--- config.mk ---
export PLATFORM = sky130hd
export DESIGN_NAME = clkgen_ctrl
export DESIGN_NICKNAME = d
export VERILOG_FILES = /design/src/core/clkgen_pkg.sv /design/src/core/clkgen_bus_div.sv /design/src/core/clkgen_irc.sv /design/src/core/clkgen_ctrl.sv
export SDC_FILE = /design/constraint.sdc
export NUM_CORES = 1
export LEC_CHECK = 0
export BUFFER_PORTS_ARGS = -buffer_cell sky130_fd_sc_hd__buf_2
export CORE_MARGIN = 1
export CORE_UTILIZATION = 48
export DETAILED_ROUTE_END_ITERATION = 12
export PLACE_DENSITY = 0.86
export SYNTH_ARGS = -nofsm -noshare
export SYNTH_HDL_FRONTEND = slang
export SYNTH_SLANG_ARGS = --single-unit
export TNS_END_PERCENT = 5
--- constraint.sdc ---
create_clock -name hclk -period 1.9 [get_ports hclk]
set_input_delay 0.285 -clock hclk [delete_from_list [all_inputs] [get_ports hclk]]
set_output_delay 0.285 -clock hclk [all_outputs]
set_load 0.01 [all_outputs]
--- src/core/clkgen_pkg.sv ---
/*
  Constants, field positions, reset values and carrier types for the clock
  generator control block: second control register, period adjust register
  and the few extra control and status bits that the block needs.
  Assumes a single 100 MHz system clock and an AHB-Lite register bus.
*/
// Overview of operation
// - bus divider 7:6 divides source 1/2/4/8
// - bus divider resets to code 01
// - bit 5 selects high or low range
// - bit 4 selects high gain oscillator
// - bit 3 stops loop in bypassed modes
// - bit 2 picks crystal or direct clock
// - bit 1 enables external reference output
// - bit 0 keeps external reference in stop
// - eight bit binary weighted period adjust
// - larger adjust value gives longer period
// - fine adjust bit in status register
// - source select 00 loop 01 int 10 ext
// - adjust change in internal loop mode clears lock
package clkgen_pkg;

  // ==========================================================
  // register map (register indexes, taken from byte address bits 3:2)
  // ==========================================================
  localparam int          ADDR_W          = 12;
  localparam logic [1:0]  IDX_CTRL_ONE    = 2'h0; // clock_gen_control_one
  localparam logic [1:0]  IDX_CTRL_TWO    = 2'h1; // clock_gen_control_two
  localparam logic [1:0]  IDX_PERIOD_ADJ  = 2'h2; // internal_ref_period_adjust
  localparam logic [1:0]  IDX_STATUS_CTRL = 2'h3; // clock_gen_status_control
  localparam int          IDX_LSB         = 2;
  localparam int          IDX_MSB         = 3;
  localparam int          DEC_LSB         = 4;

  // ==========================================================
  // field positions
  // ==========================================================
  localparam int SRC_SEL_MSB   = 7; // control one: system_source_select
  localparam int SRC_SEL_LSB   = 6;
  localparam int INT_REF_SEL   = 2; // control one: loop reference internal
  localparam int BUS_CLOCK_DIVIDER_MSB      = 7; // control two: bus_clock_divider
  localparam int BUS_CLOCK_DIVIDER_LSB      = 6;
  localparam int RANGE_BIT     = 5;
  localparam int HIGH_GAIN_BIT = 4;
  localparam int LP_BYPASS_BIT = 3;
  localparam int REF_SRC_BIT   = 2;
  localparam int OUT_EN_BIT    = 1;
  localparam int KEEP_STOP_BIT = 0;
  localparam int LOCK_BIT      = 6; // status/control: lock indication
  localparam int FINE_BIT      = 0; // status/control: fine_period_adjust

  // ==========================================================
  // reset values
  // ==========================================================
  localparam logic [7:0] RST_CTRL_ONE   = 8'h04;
  localparam logic [7:0] RST_CTRL_TWO   = 8'h40;
  localparam logic [7:0] RST_PERIOD_ADJ = 8'h80;
  localparam logic       RST_FINE       = 1'b0;

  // ==========================================================
  // source select codes and bus protocol
  // ==========================================================
  localparam logic [1:0] SRC_LOOP     = 2'h0;
  localparam logic [1:0] SRC_INT_REF  = 2'h1;
  localparam logic [1:0] SRC_EXT_REF  = 2'h2;
  localparam logic [1:0] HTRANS_NONSEQ = 2'h2;
  localparam logic [1:0] HTRANS_SEQ    = 2'h3;
  localparam logic       HRESP_OKAY    = 1'b0;

  // ==========================================================
  // internal reference period model, in hclk cycles
  // ==========================================================
  localparam int         ADJ_W          = 9;   // eight coarse plus fine
  localparam int         IRC_CNT_W      = 10;
  localparam logic [9:0] IRC_BASE_CYCLES = 10'h010;

  // decoded control fields that travel together to the clock logic
  typedef struct packed {
    logic [1:0] src_sel;
    logic       int_ref_sel;
    logic [1:0] bus_div;
    logic       high_range;
    logic       high_gain;
    logic       lp_bypass;
    logic       ref_src_osc;
    logic       out_en;
    logic       keep_in_stop;
  } clkgen_ctrl_t;

  // all state of the top module
  typedef struct packed {
    logic [7:0]  ctrl_one;
    logic [7:0]  ctrl_two;
    logic [7:0]  period_adj;
    logic        fine_adj;
    logic        lock;
    logic        locked_prev;
    logic        stop_prev;
    logic        ext_before_stop;
    logic        wr_pend;
    logic [1:0]  wr_idx;
    logic [31:0] hrdata;
    logic        high_range;
    logic        high_gain;
    logic        ref_src_osc;
    logic        loop_en;
    logic        ext_ref_run;
    logic        ext_ref_out;
    logic        int_ref_run;
  } clkgen_state_t;

endpackage : clkgen_pkg

--- src/core/clkgen_bus_div.sv ---
/*
  Bus clock divider: counts ticks of the selected source and emits one
  bus tick every 1, 2, 4 or 8 source ticks.
  Assumes the source tick is a one-cycle pulse synchronous to hclk.
*/
`timescale 1ns/1ps
`default_nettype none
module clkgen_bus_div
  import clkgen_pkg::*;
(
  input  wire logic       hclk,
  input  wire logic       hresetn,
  input  wire logic       src_tick,   // one pulse per source period
  input  wire logic [1:0] div_code,   // 00 /1, 01 /2, 10 /4, 11 /8
  output var  logic       bus_tick    // one pulse per bus period
);

  // last count value before the bus tick for a divider code
  function automatic logic [2:0] div_last(input logic [1:0] code);
    div_last = 3'(({2'h0, 1'b1} << code) - 3'h1);
  endfunction : div_last

  typedef struct packed {
    logic [2:0] cnt;
    logic       tick;
  } clkgen_div_state_t;

  clkgen_div_state_t st;       // registered state
  clkgen_div_state_t next_st;  // next state

  // ==========================================================
  // divide selected source
  // ==========================================================
  // a code change mid-count ends the period at the next source tick once
  // the count is at or past the new last value; none is ever shortened below /1
  always_comb
  begin
    next_st      = st;
    next_st.tick = 1'b0;
    if (src_tick)
    begin
      if (st.cnt >= div_last(div_code))
      begin
        next_st.cnt  = 3'h0;
        next_st.tick = 1'b1;
      end
      else
      begin
        next_st.cnt = st.cnt + 3'h1;
      end
    end
  end

  always_ff @(posedge hclk or negedge hresetn)
  begin
    if (!hresetn)
      st <= '0;
    else
      st <= next_st;
  end

  assign bus_tick = st.tick;

endmodule : clkgen_bus_div
`default_nettype wire

--- src/core/clkgen_irc.sv ---
/*
  Internal reference period model: emits one tick per internal reference
  period, the period being a base plus the nine-bit adjust value.
  Assumes the adjust value is held in registers of the caller.
*/
`timescale 1ns/1ps
`default_nettype none
module clkgen_irc
  import clkgen_pkg::*;
(
  input  wire logic             hclk,
  input  wire logic             hresetn,
  input  wire logic             run,     // reference enabled
  input  wire logic [ADJ_W-1:0] adjust,  // {coarse, fine}, binary weighted
  output var  logic             tick     // one pulse per period
);

  typedef struct packed {
    logic [IRC_CNT_W-1:0] cnt;
    logic                 tick;
  } clkgen_irc_state_t;

  clkgen_irc_state_t st;       // registered state
  clkgen_irc_state_t next_st;  // next state
  logic [IRC_CNT_W-1:0] last;  // final count of the period

  // ==========================================================
  // period counter
  // ==========================================================
  // each adjust bit weighs twice the one below; a larger value adds
  // cycles, so the period grows with the value
  always_comb
  begin
    last         = IRC_BASE_CYCLES + IRC_CNT_W'(adjust);
    next_st      = st;
    next_st.tick = 1'b0;
    if (!run)
      next_st.cnt = '0;
    else if (st.cnt >= last)
    begin
      next_st.cnt  = '0;
      next_st.tick = 1'b1;
    end
    else
      next_st.cnt = st.cnt + IRC_CNT_W'(1);
  end

  always_ff @(posedge hclk or negedge hresetn)
  begin
    if (!hresetn)
      st <= '0;
    else
      st <= next_st;
  end

  assign tick = st.tick;

endmodule : clkgen_irc
`default_nettype wire

--- src/core/clkgen_ctrl.sv ---
/*
  Clock generator control: AHB-Lite slave holding both control registers,
  the period adjust register and the status/control bits, plus the logic
  that these fields steer: bus divider, internal reference, loop enable,
  oscillator settings and external reference gating in stop.
  Assumes source ticks and stop request are synchronous to hclk, and that
  the loop reports lock on loop_locked.
*/
// Our own choices: the address map and register access over AHB-Lite.
`timescale 1ns/1ps
`default_nettype none
module clkgen_ctrl
  import clkgen_pkg::*;
(
  input  wire logic              hclk,
  input  wire logic              hresetn,
  input  wire logic              hsel,
  input  wire logic [ADDR_W-1:0] haddr,
  input  wire logic [1:0]        htrans,
  input  wire logic              hwrite,
  input  wire logic [2:0]        hsize,
  input  wire logic [31:0]       hwdata,
  input  wire logic              hready,
  output var  logic              hreadyout,
  output var  logic [31:0]       hrdata,
  output var  logic              hresp,
  input  wire logic              loop_tick,     // loop output source tick
  input  wire logic              ext_tick,      // external reference tick
  input  wire logic              loop_locked,   // raw lock detector
  input  wire logic              stop_req,      // stop mode active
  output var  logic              bus_tick,      // divided bus tick
  output var  logic              int_ref_tick,  // internal reference tick
  output var  logic              osc_high_range,
  output var  logic              osc_high_gain,
  output var  logic              ext_ref_source_select,
  output var  logic              loop_enable,
  output var  logic              ext_ref_enable,
  output var  logic              ext_ref_clock_out,
  output var  logic              lock_status
);

  clkgen_state_t st;       // registered state
  clkgen_state_t next_st;  // next state
  clkgen_ctrl_t  ctrl;     // decoded fields of the live registers
  logic          src_tick; // tick of the selected system source
  logic          irc_tick; // internal reference tick from the model
  logic          div_tick; // bus tick from the divider

  // ==========================================================
  // helpers
  // ==========================================================
  // hit flag of a bus address, false for a miss outside the block
  function automatic logic addr_hit(input logic [ADDR_W-1:0] a);
    addr_hit = (a[ADDR_W-1:DEC_LSB] == '0);
  endfunction : addr_hit

  // byte read view of one register
  function automatic logic [7:0] reg_view(input clkgen_state_t s,
                                          input logic [1:0]    idx);
    logic [7:0] v;
    v = 8'h00;
    case (idx)
      IDX_CTRL_ONE:   v = s.ctrl_one;
      IDX_CTRL_TWO:   v = s.ctrl_two;
      IDX_PERIOD_ADJ: v = s.period_adj;
      default:
      begin
        v[LOCK_BIT] = s.lock;
        v[FINE_BIT] = s.fine_adj;
      end
    endcase
    reg_view = v;
  endfunction : reg_view

  // ==========================================================
  // field decode
  // ==========================================================
  always_comb
  begin
    ctrl.src_sel      = st.ctrl_one[SRC_SEL_MSB:SRC_SEL_LSB];
    ctrl.int_ref_sel  = st.ctrl_one[INT_REF_SEL];
    ctrl.bus_div      = st.ctrl_two[BUS_CLOCK_DIVIDER_MSB:BUS_CLOCK_DIVIDER_LSB];
    ctrl.high_range   = st.ctrl_two[RANGE_BIT];
    ctrl.high_gain    = st.ctrl_two[HIGH_GAIN_BIT];
    ctrl.lp_bypass    = st.ctrl_two[LP_BYPASS_BIT];
    ctrl.ref_src_osc  = st.ctrl_two[REF_SRC_BIT];
    ctrl.out_en       = st.ctrl_two[OUT_EN_BIT];
    ctrl.keep_in_stop = st.ctrl_two[KEEP_STOP_BIT];
  end

  // ==========================================================
  // system source selection
  // ==========================================================
  // the reserved code falls back to the loop output
  always_comb
  begin
    case (ctrl.src_sel)
      SRC_INT_REF: src_tick = irc_tick;
      SRC_EXT_REF: src_tick = ext_tick;
      default:     src_tick = loop_tick;
    endcase
  end

  // ==========================================================
  // sub-blocks
  // ==========================================================
  clkgen_bus_div u_bus_div (
    .hclk     (hclk),
    .hresetn  (hresetn),
    .src_tick (src_tick),
    .div_code (ctrl.bus_div),
    .bus_tick (div_tick)
  );

  clkgen_irc u_irc (
    .hclk    (hclk),
    .hresetn (hresetn),
    .run     (st.int_ref_run),
    .adjust  ({st.period_adj, st.fine_adj}),
    .tick    (irc_tick)
  );

  // ==========================================================
  // next state: bus slave, registers and clock controls
  // ==========================================================
  always_comb
  begin
    logic       take;        // address phase accepted this cycle
    logic [1:0] a_idx;       // register index of the address phase
    logic [7:0] wbyte;       // written byte
    logic [7:0] rbyte;       // byte returned to a read
    logic       adj_changed; // period adjust write changed the value
    logic       bypass;      // loop output not feeding the system
    logic       int_loop;    // internal reference loop mode
    logic       ext_mode;    // mode relying on the external reference
    logic       in_stop;     // stop mode in force
    take        = 1'b0;
    a_idx       = 2'h0;
    wbyte       = 8'h00;
    rbyte       = 8'h00;
    adj_changed = 1'b0;
    bypass      = 1'b0;
    int_loop    = 1'b0;
    ext_mode    = 1'b0;
    in_stop     = 1'b0;
    next_st     = st;

    // data phase of a pending write: value takes effect at once
    wbyte = hwdata[7:0];
    if (st.wr_pend)
    begin
      case (st.wr_idx)
        IDX_CTRL_ONE:   next_st.ctrl_one = wbyte;
        IDX_CTRL_TWO:   next_st.ctrl_two = wbyte;
        IDX_PERIOD_ADJ:
        begin
          next_st.period_adj = wbyte;
          adj_changed        = (wbyte != st.period_adj);
        end
        default:        next_st.fine_adj = wbyte[FINE_BIT];
      endcase
    end
    next_st.wr_pend = 1'b0;

    // address phase; zero wait states, so hsel, hready and a NONSEQ or SEQ htrans gate it
    take  = hsel && hready && (htrans == HTRANS_NONSEQ ||
                               htrans == HTRANS_SEQ);
    a_idx = haddr[IDX_MSB:IDX_LSB];
    if (take && hwrite && addr_hit(haddr))
    begin
      next_st.wr_pend = 1'b1;
      next_st.wr_idx  = a_idx;
    end
    if (take && !hwrite)
    begin
      // a read right behind a write sees the value being written
      if (!addr_hit(haddr))
        rbyte = 8'h00;
      else if (st.wr_pend && st.wr_idx == a_idx)
        rbyte = reg_view(next_st, a_idx);
      else
        rbyte = reg_view(st, a_idx);
      next_st.hrdata = {24'h000000, rbyte};
    end

    // mode decode from the live registers
    bypass   = (ctrl.src_sel == SRC_INT_REF) ||
               (ctrl.src_sel == SRC_EXT_REF);
    int_loop = ctrl.int_ref_sel &&
               (ctrl.src_sel != SRC_EXT_REF);   // engaged or bypassed
    ext_mode = !ctrl.int_ref_sel;
    in_stop  = stop_req;

    // remember the mode at stop entry for the keep-running decision
    next_st.stop_prev = in_stop;
    if (in_stop && !st.stop_prev)
      next_st.ext_before_stop = ext_mode;

    // loop power: off in bypass when low power chosen, off in stop
    next_st.loop_en = !(bypass && ctrl.lp_bypass) && !in_stop;

    // external reference runs outside stop, and in stop only if asked
    // and the reference was in use
    if (!in_stop)
      next_st.ext_ref_run = 1'b1;
    else
      next_st.ext_ref_run = ctrl.keep_in_stop &&
                            (ctrl.out_en || st.ext_before_stop);
    next_st.ext_ref_out = ext_tick && ctrl.out_en &&
                          next_st.ext_ref_run;

    // internal reference needed when selected as source or reference
    next_st.int_ref_run = !in_stop &&
                          (ctrl.int_ref_sel ||
                           ctrl.src_sel == SRC_INT_REF);

    // oscillator settings follow the register without a commit step
    next_st.high_range  = ctrl.high_range;
    next_st.high_gain   = ctrl.high_gain;
    next_st.ref_src_osc = ctrl.ref_src_osc;

    // lock: follows the detector, dropped by an adjust change in an
    // internal loop mode until the detector reports lock afresh
    next_st.locked_prev = loop_locked;
    if (!loop_locked || !next_st.loop_en)
      next_st.lock = 1'b0;
    else if (adj_changed && int_loop && st.lock)
      next_st.lock = 1'b0;
    else if (loop_locked && !st.locked_prev)
      next_st.lock = 1'b1;
  end

  // ==========================================================
  // state register
  // ==========================================================
  always_ff @(posedge hclk or negedge hresetn)
  begin
    if (!hresetn)
    begin
      st            <= '0;
      st.ctrl_one   <= RST_CTRL_ONE;
      st.ctrl_two   <= RST_CTRL_TWO;
      st.period_adj <= RST_PERIOD_ADJ;   // software loads stored value
      st.fine_adj   <= RST_FINE;
      st.loop_en    <= 1'b1;
      st.ext_ref_run <= 1'b1;
      st.int_ref_run <= 1'b1;
    end
    else
      st <= next_st;
  end

  // ==========================================================
  // outputs, each straight from a flip-flop except the tied hreadyout and hresp
  // ==========================================================
  assign hreadyout             = 1'b1;   // never inserts wait states
  assign hresp                 = HRESP_OKAY;
  assign hrdata                = st.hrdata;
  assign bus_tick              = div_tick;
  assign int_ref_tick          = irc_tick;
  assign osc_high_range        = st.high_range;
  assign osc_high_gain         = st.high_gain;
  assign ext_ref_source_select = st.ref_src_osc;
  assign loop_enable           = st.loop_en;
  assign ext_ref_enable        = st.ext_ref_run;
  assign ext_ref_clock_out     = st.ext_ref_out;
  assign lock_status           = st.lock;

endmodule : clkgen_ctrl
`default_nettype wire

==> run_results.csv <==
group,metric,value,unit
logic_synthesis,syn_avg_cell_area,10.5,sq um
logic_synthesis,synth_edf_count,0,
clock_network,cts_tree,"built",
placed_design,gp_congestion,0.815,
routing,via_per_inst,5.45,
logic_synthesis,synth_xor_area_share,5.55,%
global_route,grt_max_degree,63,
routing,vias,2742,
global_route,grt_usage,20.6,%
logic_synthesis,synthAdderAreaFrac,6.16,%
critical_path,slowest_stage,"dfrtp_1",
outcome,violations,"setup timing",
power_and_ir_drop,power_switching,859,uW
global_route,grt_pass1_wl,12.1,mm
sta,relSlewSlack,55.7,%
placed_design,numPortBuffers,44,
min_path,hp-class,"in2reg",
critical_path,cpPeakStageDelay,0.44,ns
critical_path,path_max_fanout,5,
logic_synthesis,ys_ff_latch,62,
logic_synthesis,ys_types,54,
global_route,gr-total-overflow,0,
critical_path,crit_path_start_kind,"flip-flop",
logic_synthesis,ys.flop_type,"dfrtp_1",
final_layout,drive_gt1_share,31.2,%
logic_synthesis,synth-async-reset-ratio,100,%
final_layout,ff_latch_area,1560,sq um
final_layout,fillers,619,
clock_network,cts_made_buffers,9,
critical_path,cp.arrival,2.26,ns
sta,fmax,495,MHz
clock_network,clock_latency,0.36,ns
logic_synthesis,yosysSeqAreaShare,42.7,%
floorplanning,ioPinCount,101,
sta,fin_crit_sh,106,%
routing,dr.pass1.iters,4,
sta,setup_viol,11,
final_layout,area_growth_syn_to_layout,15.3,%
logic_synthesis,synth_top_family_by_area,"simple AND/OR/NAND/NOR gates",
power_and_ir_drop,comb_power_share,13.4,%
power_and_ir_drop,power_leakage,0.00211,uW
critical_path,crit_required,2.14,ns
logic_synthesis,ys_warn_count,0,
outcome,status,"finished with violations",
floorplanning,dieArea,7970,sq um
final_layout,fin_nets,475,
critical_path,rrSetupSlack,-0.12,ns
sta,finalHoldViolations,0,
routing,antenna_left,0,
clock_network,ctsHtreeMaxLevel,3,
placed_design,hpwlAfterDp,5.55,mm
logic_synthesis,synth-simple-area-share,13.9,%
floorplanning,start_util,50.1,%
sta,finalCriticalPeriod,2.02,ns
critical_path,crit_chain,"ha_4 > nand3_2 > xor2_1 > ha_1 > nand4_1 > a21oi_2 > inv_1 > o211ai_1 > buf_4 > nor2_1",
clock_network,clkTransAtPathRegs,0.07,ns
sta,fin_ws,-0.119,ns
global_route,grt_pass1_vias,2630,
global_route,antenna_found_initial,0,
clock_network,cts-root-buf,"clkbuf_8",
logic_synthesis,synth_compound_area_share,11.0,%
final_layout,fin_util,57.8,%
sta,finClkSkew,0.0147,ns
clock_network,clock_sinks,62,
routing,wl_per_cell,15.5,microns
critical_path,crit_type,"reg2reg",
power_and_ir_drop,internal_power,2460,uW
sta,drv_slew,0,
critical_path,cp_top_family,"adder cells",
routing,wirelength,7.82,mm
power_and_ir_drop,powerDensity,787,nW/um^2
final_layout,insertedDiodeCount,0,
logic_synthesis,synth_top_cell_by_area,"dfrtp_1",
logic_synthesis,netlist_area,3650,sq um
floorplanning,fp-row-count,31,
floorplanning,die_w,89.3,microns
routing,drc,0,
logic_synthesis,muxShareOfSynthArea,9.72,%
floorplanning,dieHeight,89.3,microns
routing,first_iter_violations,167,
sta,rsz0062_at_grt,"yes",
floorplanning,core_area,7290,sq um
critical_path,cp.buffers_inverters,2,
critical_path,endpoint_kind,"flip-flop",
job,cap_violations,0,
sta,tightestPinTransition,0.663,ns
logic_synthesis,synth_top_area_share,38.3,%
power_and_ir_drop,power_frac_clock,43.2,%
power_and_ir_drop,p_sw_share,25.9,%
final_layout,multiInputGateArea,1840,sq um
placed_design,place_inst,484,
power_and_ir_drop,sequentialPowerShare,43.5,%
final_layout,final_cells,503,
clock_network,cts_buffer_depth,2,
power_and_ir_drop,ir_worst_vdd,0.519,mV
logic_synthesis,synthTopCellsByArea,"dfrtp_1 (38%), buf_4 (7.4%), ha_1 (6.2%)",
logic_synthesis,syn_inst,347,
worst paths after layout:
| path | end | cells after the start | from |
|---|---|---|---|
| setup / recovery | u_irc.st[2] | 10 | st[51] |
| hold / removal | st[44] | 1 | loop_locked |
| setup reg to reg | u_irc.st[2] | 10 | st[51] |
| hold reg to reg | osc_high_range | 0 | ctrl[5] |
| max in group asynchronous | ctrl[8] | 3 | hresetn |
| min in group asynchronous | ext_ref_clock_out | 3 | hresetn |
layer usage:
layer	up-vias	GRT usage (%)	wire (microns)
met4	0	7.79	157
li1	1267	-	-
met2	102	35.5	4000
met1	1350	24.3	3250
met3	23	6.00	411
met5	-	0	0
cell type report:
class,count,share of cell area (%)
multi-input combinational,246,43.7
sequential,62,37.0
timing repair buffer,63,8.97
clock buffer,9,2.94
tap,99,2.94
clock inverter,7,2.88
inverter,17,1.51
power by group through the flow:
stage / Sequential (uW) / Combinational [uW] / Clock (uW)
finish: 1440 / 444 / 1430
global route: 1450 / 499 / 1510
CTS: 1440 / 433 / 1450
detailed placement: 1460 / 425 / 0
global placement: 1460 / 399 / 0
floorplan: 1460 / 301 / 0
synthesized netlist by cell type (7+ instances only):
cell      n
dfrtp_1  56
buf_4    36
nand2_1  25
ha_1     18
mux2_2   18
inv_1    17
nor2_1   17
xor2_1   15
nand3_1  13
o21ai_0  12
a21oi_1  11
mux2i_1   7
cells by family after synthesis:
| group | count (synthesis) |
|---|---|
| AND/OR/NAND/NOR | 92 |
| buffers and inverters | 63 |
| flip-flops | 62 |
| AO/OA/AOI/OAI | 59 |
| multiplexers | 30 |
| XOR/XNOR | 21 |
| adder cells (fa/ha/maj) | 18 |
| other | 2 |
flip-flops by register name, summed over array words and instances, names as in the netlist:
register,flops
lock_status,1
st,21
ctrl,11
ext_ref_clock_out,1
u_bus_div.bus_tick,1
u_irc.tick,1
loop_enable,1
osc_high_gain,1
ext_ref_enable,1
ext_ref_source_select,1
hrdata,8
osc_high_range,1
u_irc.st,10
u_bus_div.st,3
repair_timing:
| action | in CTS | in global routing |
|---|---|---|
| endpoints found under the setup margin | 11 | 13 |
| hold buffers | 1 | 0 |
| hold endpoints to repair | 56 | 0 |
| setup buffers | 0 | 1 |
| gates cloned | 1 | 0 |
| resized for setup | 8 | 4 |
| pin swaps | 7 | 4 |
cells in the final DEF, fill, tap and decap left out, drive strengths merged, types with 7 or more instances in the layout:
master,instances
a21oi,11
nand3,14
conb,26
dfrtp,56
nor2,17
ha,18
inv,18
mux2,22
buf,62
clkbuf,9
mux2i,7
nand2,25
o21ai,12
xor2,15
per-stage QoR:
step                      area, sq um  hold slack, ns  setup TNS [ns]  worst slack [ns]  power [uW]
final                            4210          0.0563           -1.10            -0.119        3320
after global routing             4210          0.0481           -2.39            -0.244        3460
after CTS                        4190          0.0506           -1.14            -0.125        3320
after detailed placement         3900           0.322           -1.44            -0.151        1890
after global placement           3900           0.318          -0.556           -0.0585        1860
after floorplan                  3750         -0.0106           -1.06            -0.106        1760
Note: power is estimated with default switching activity, not from simulation.
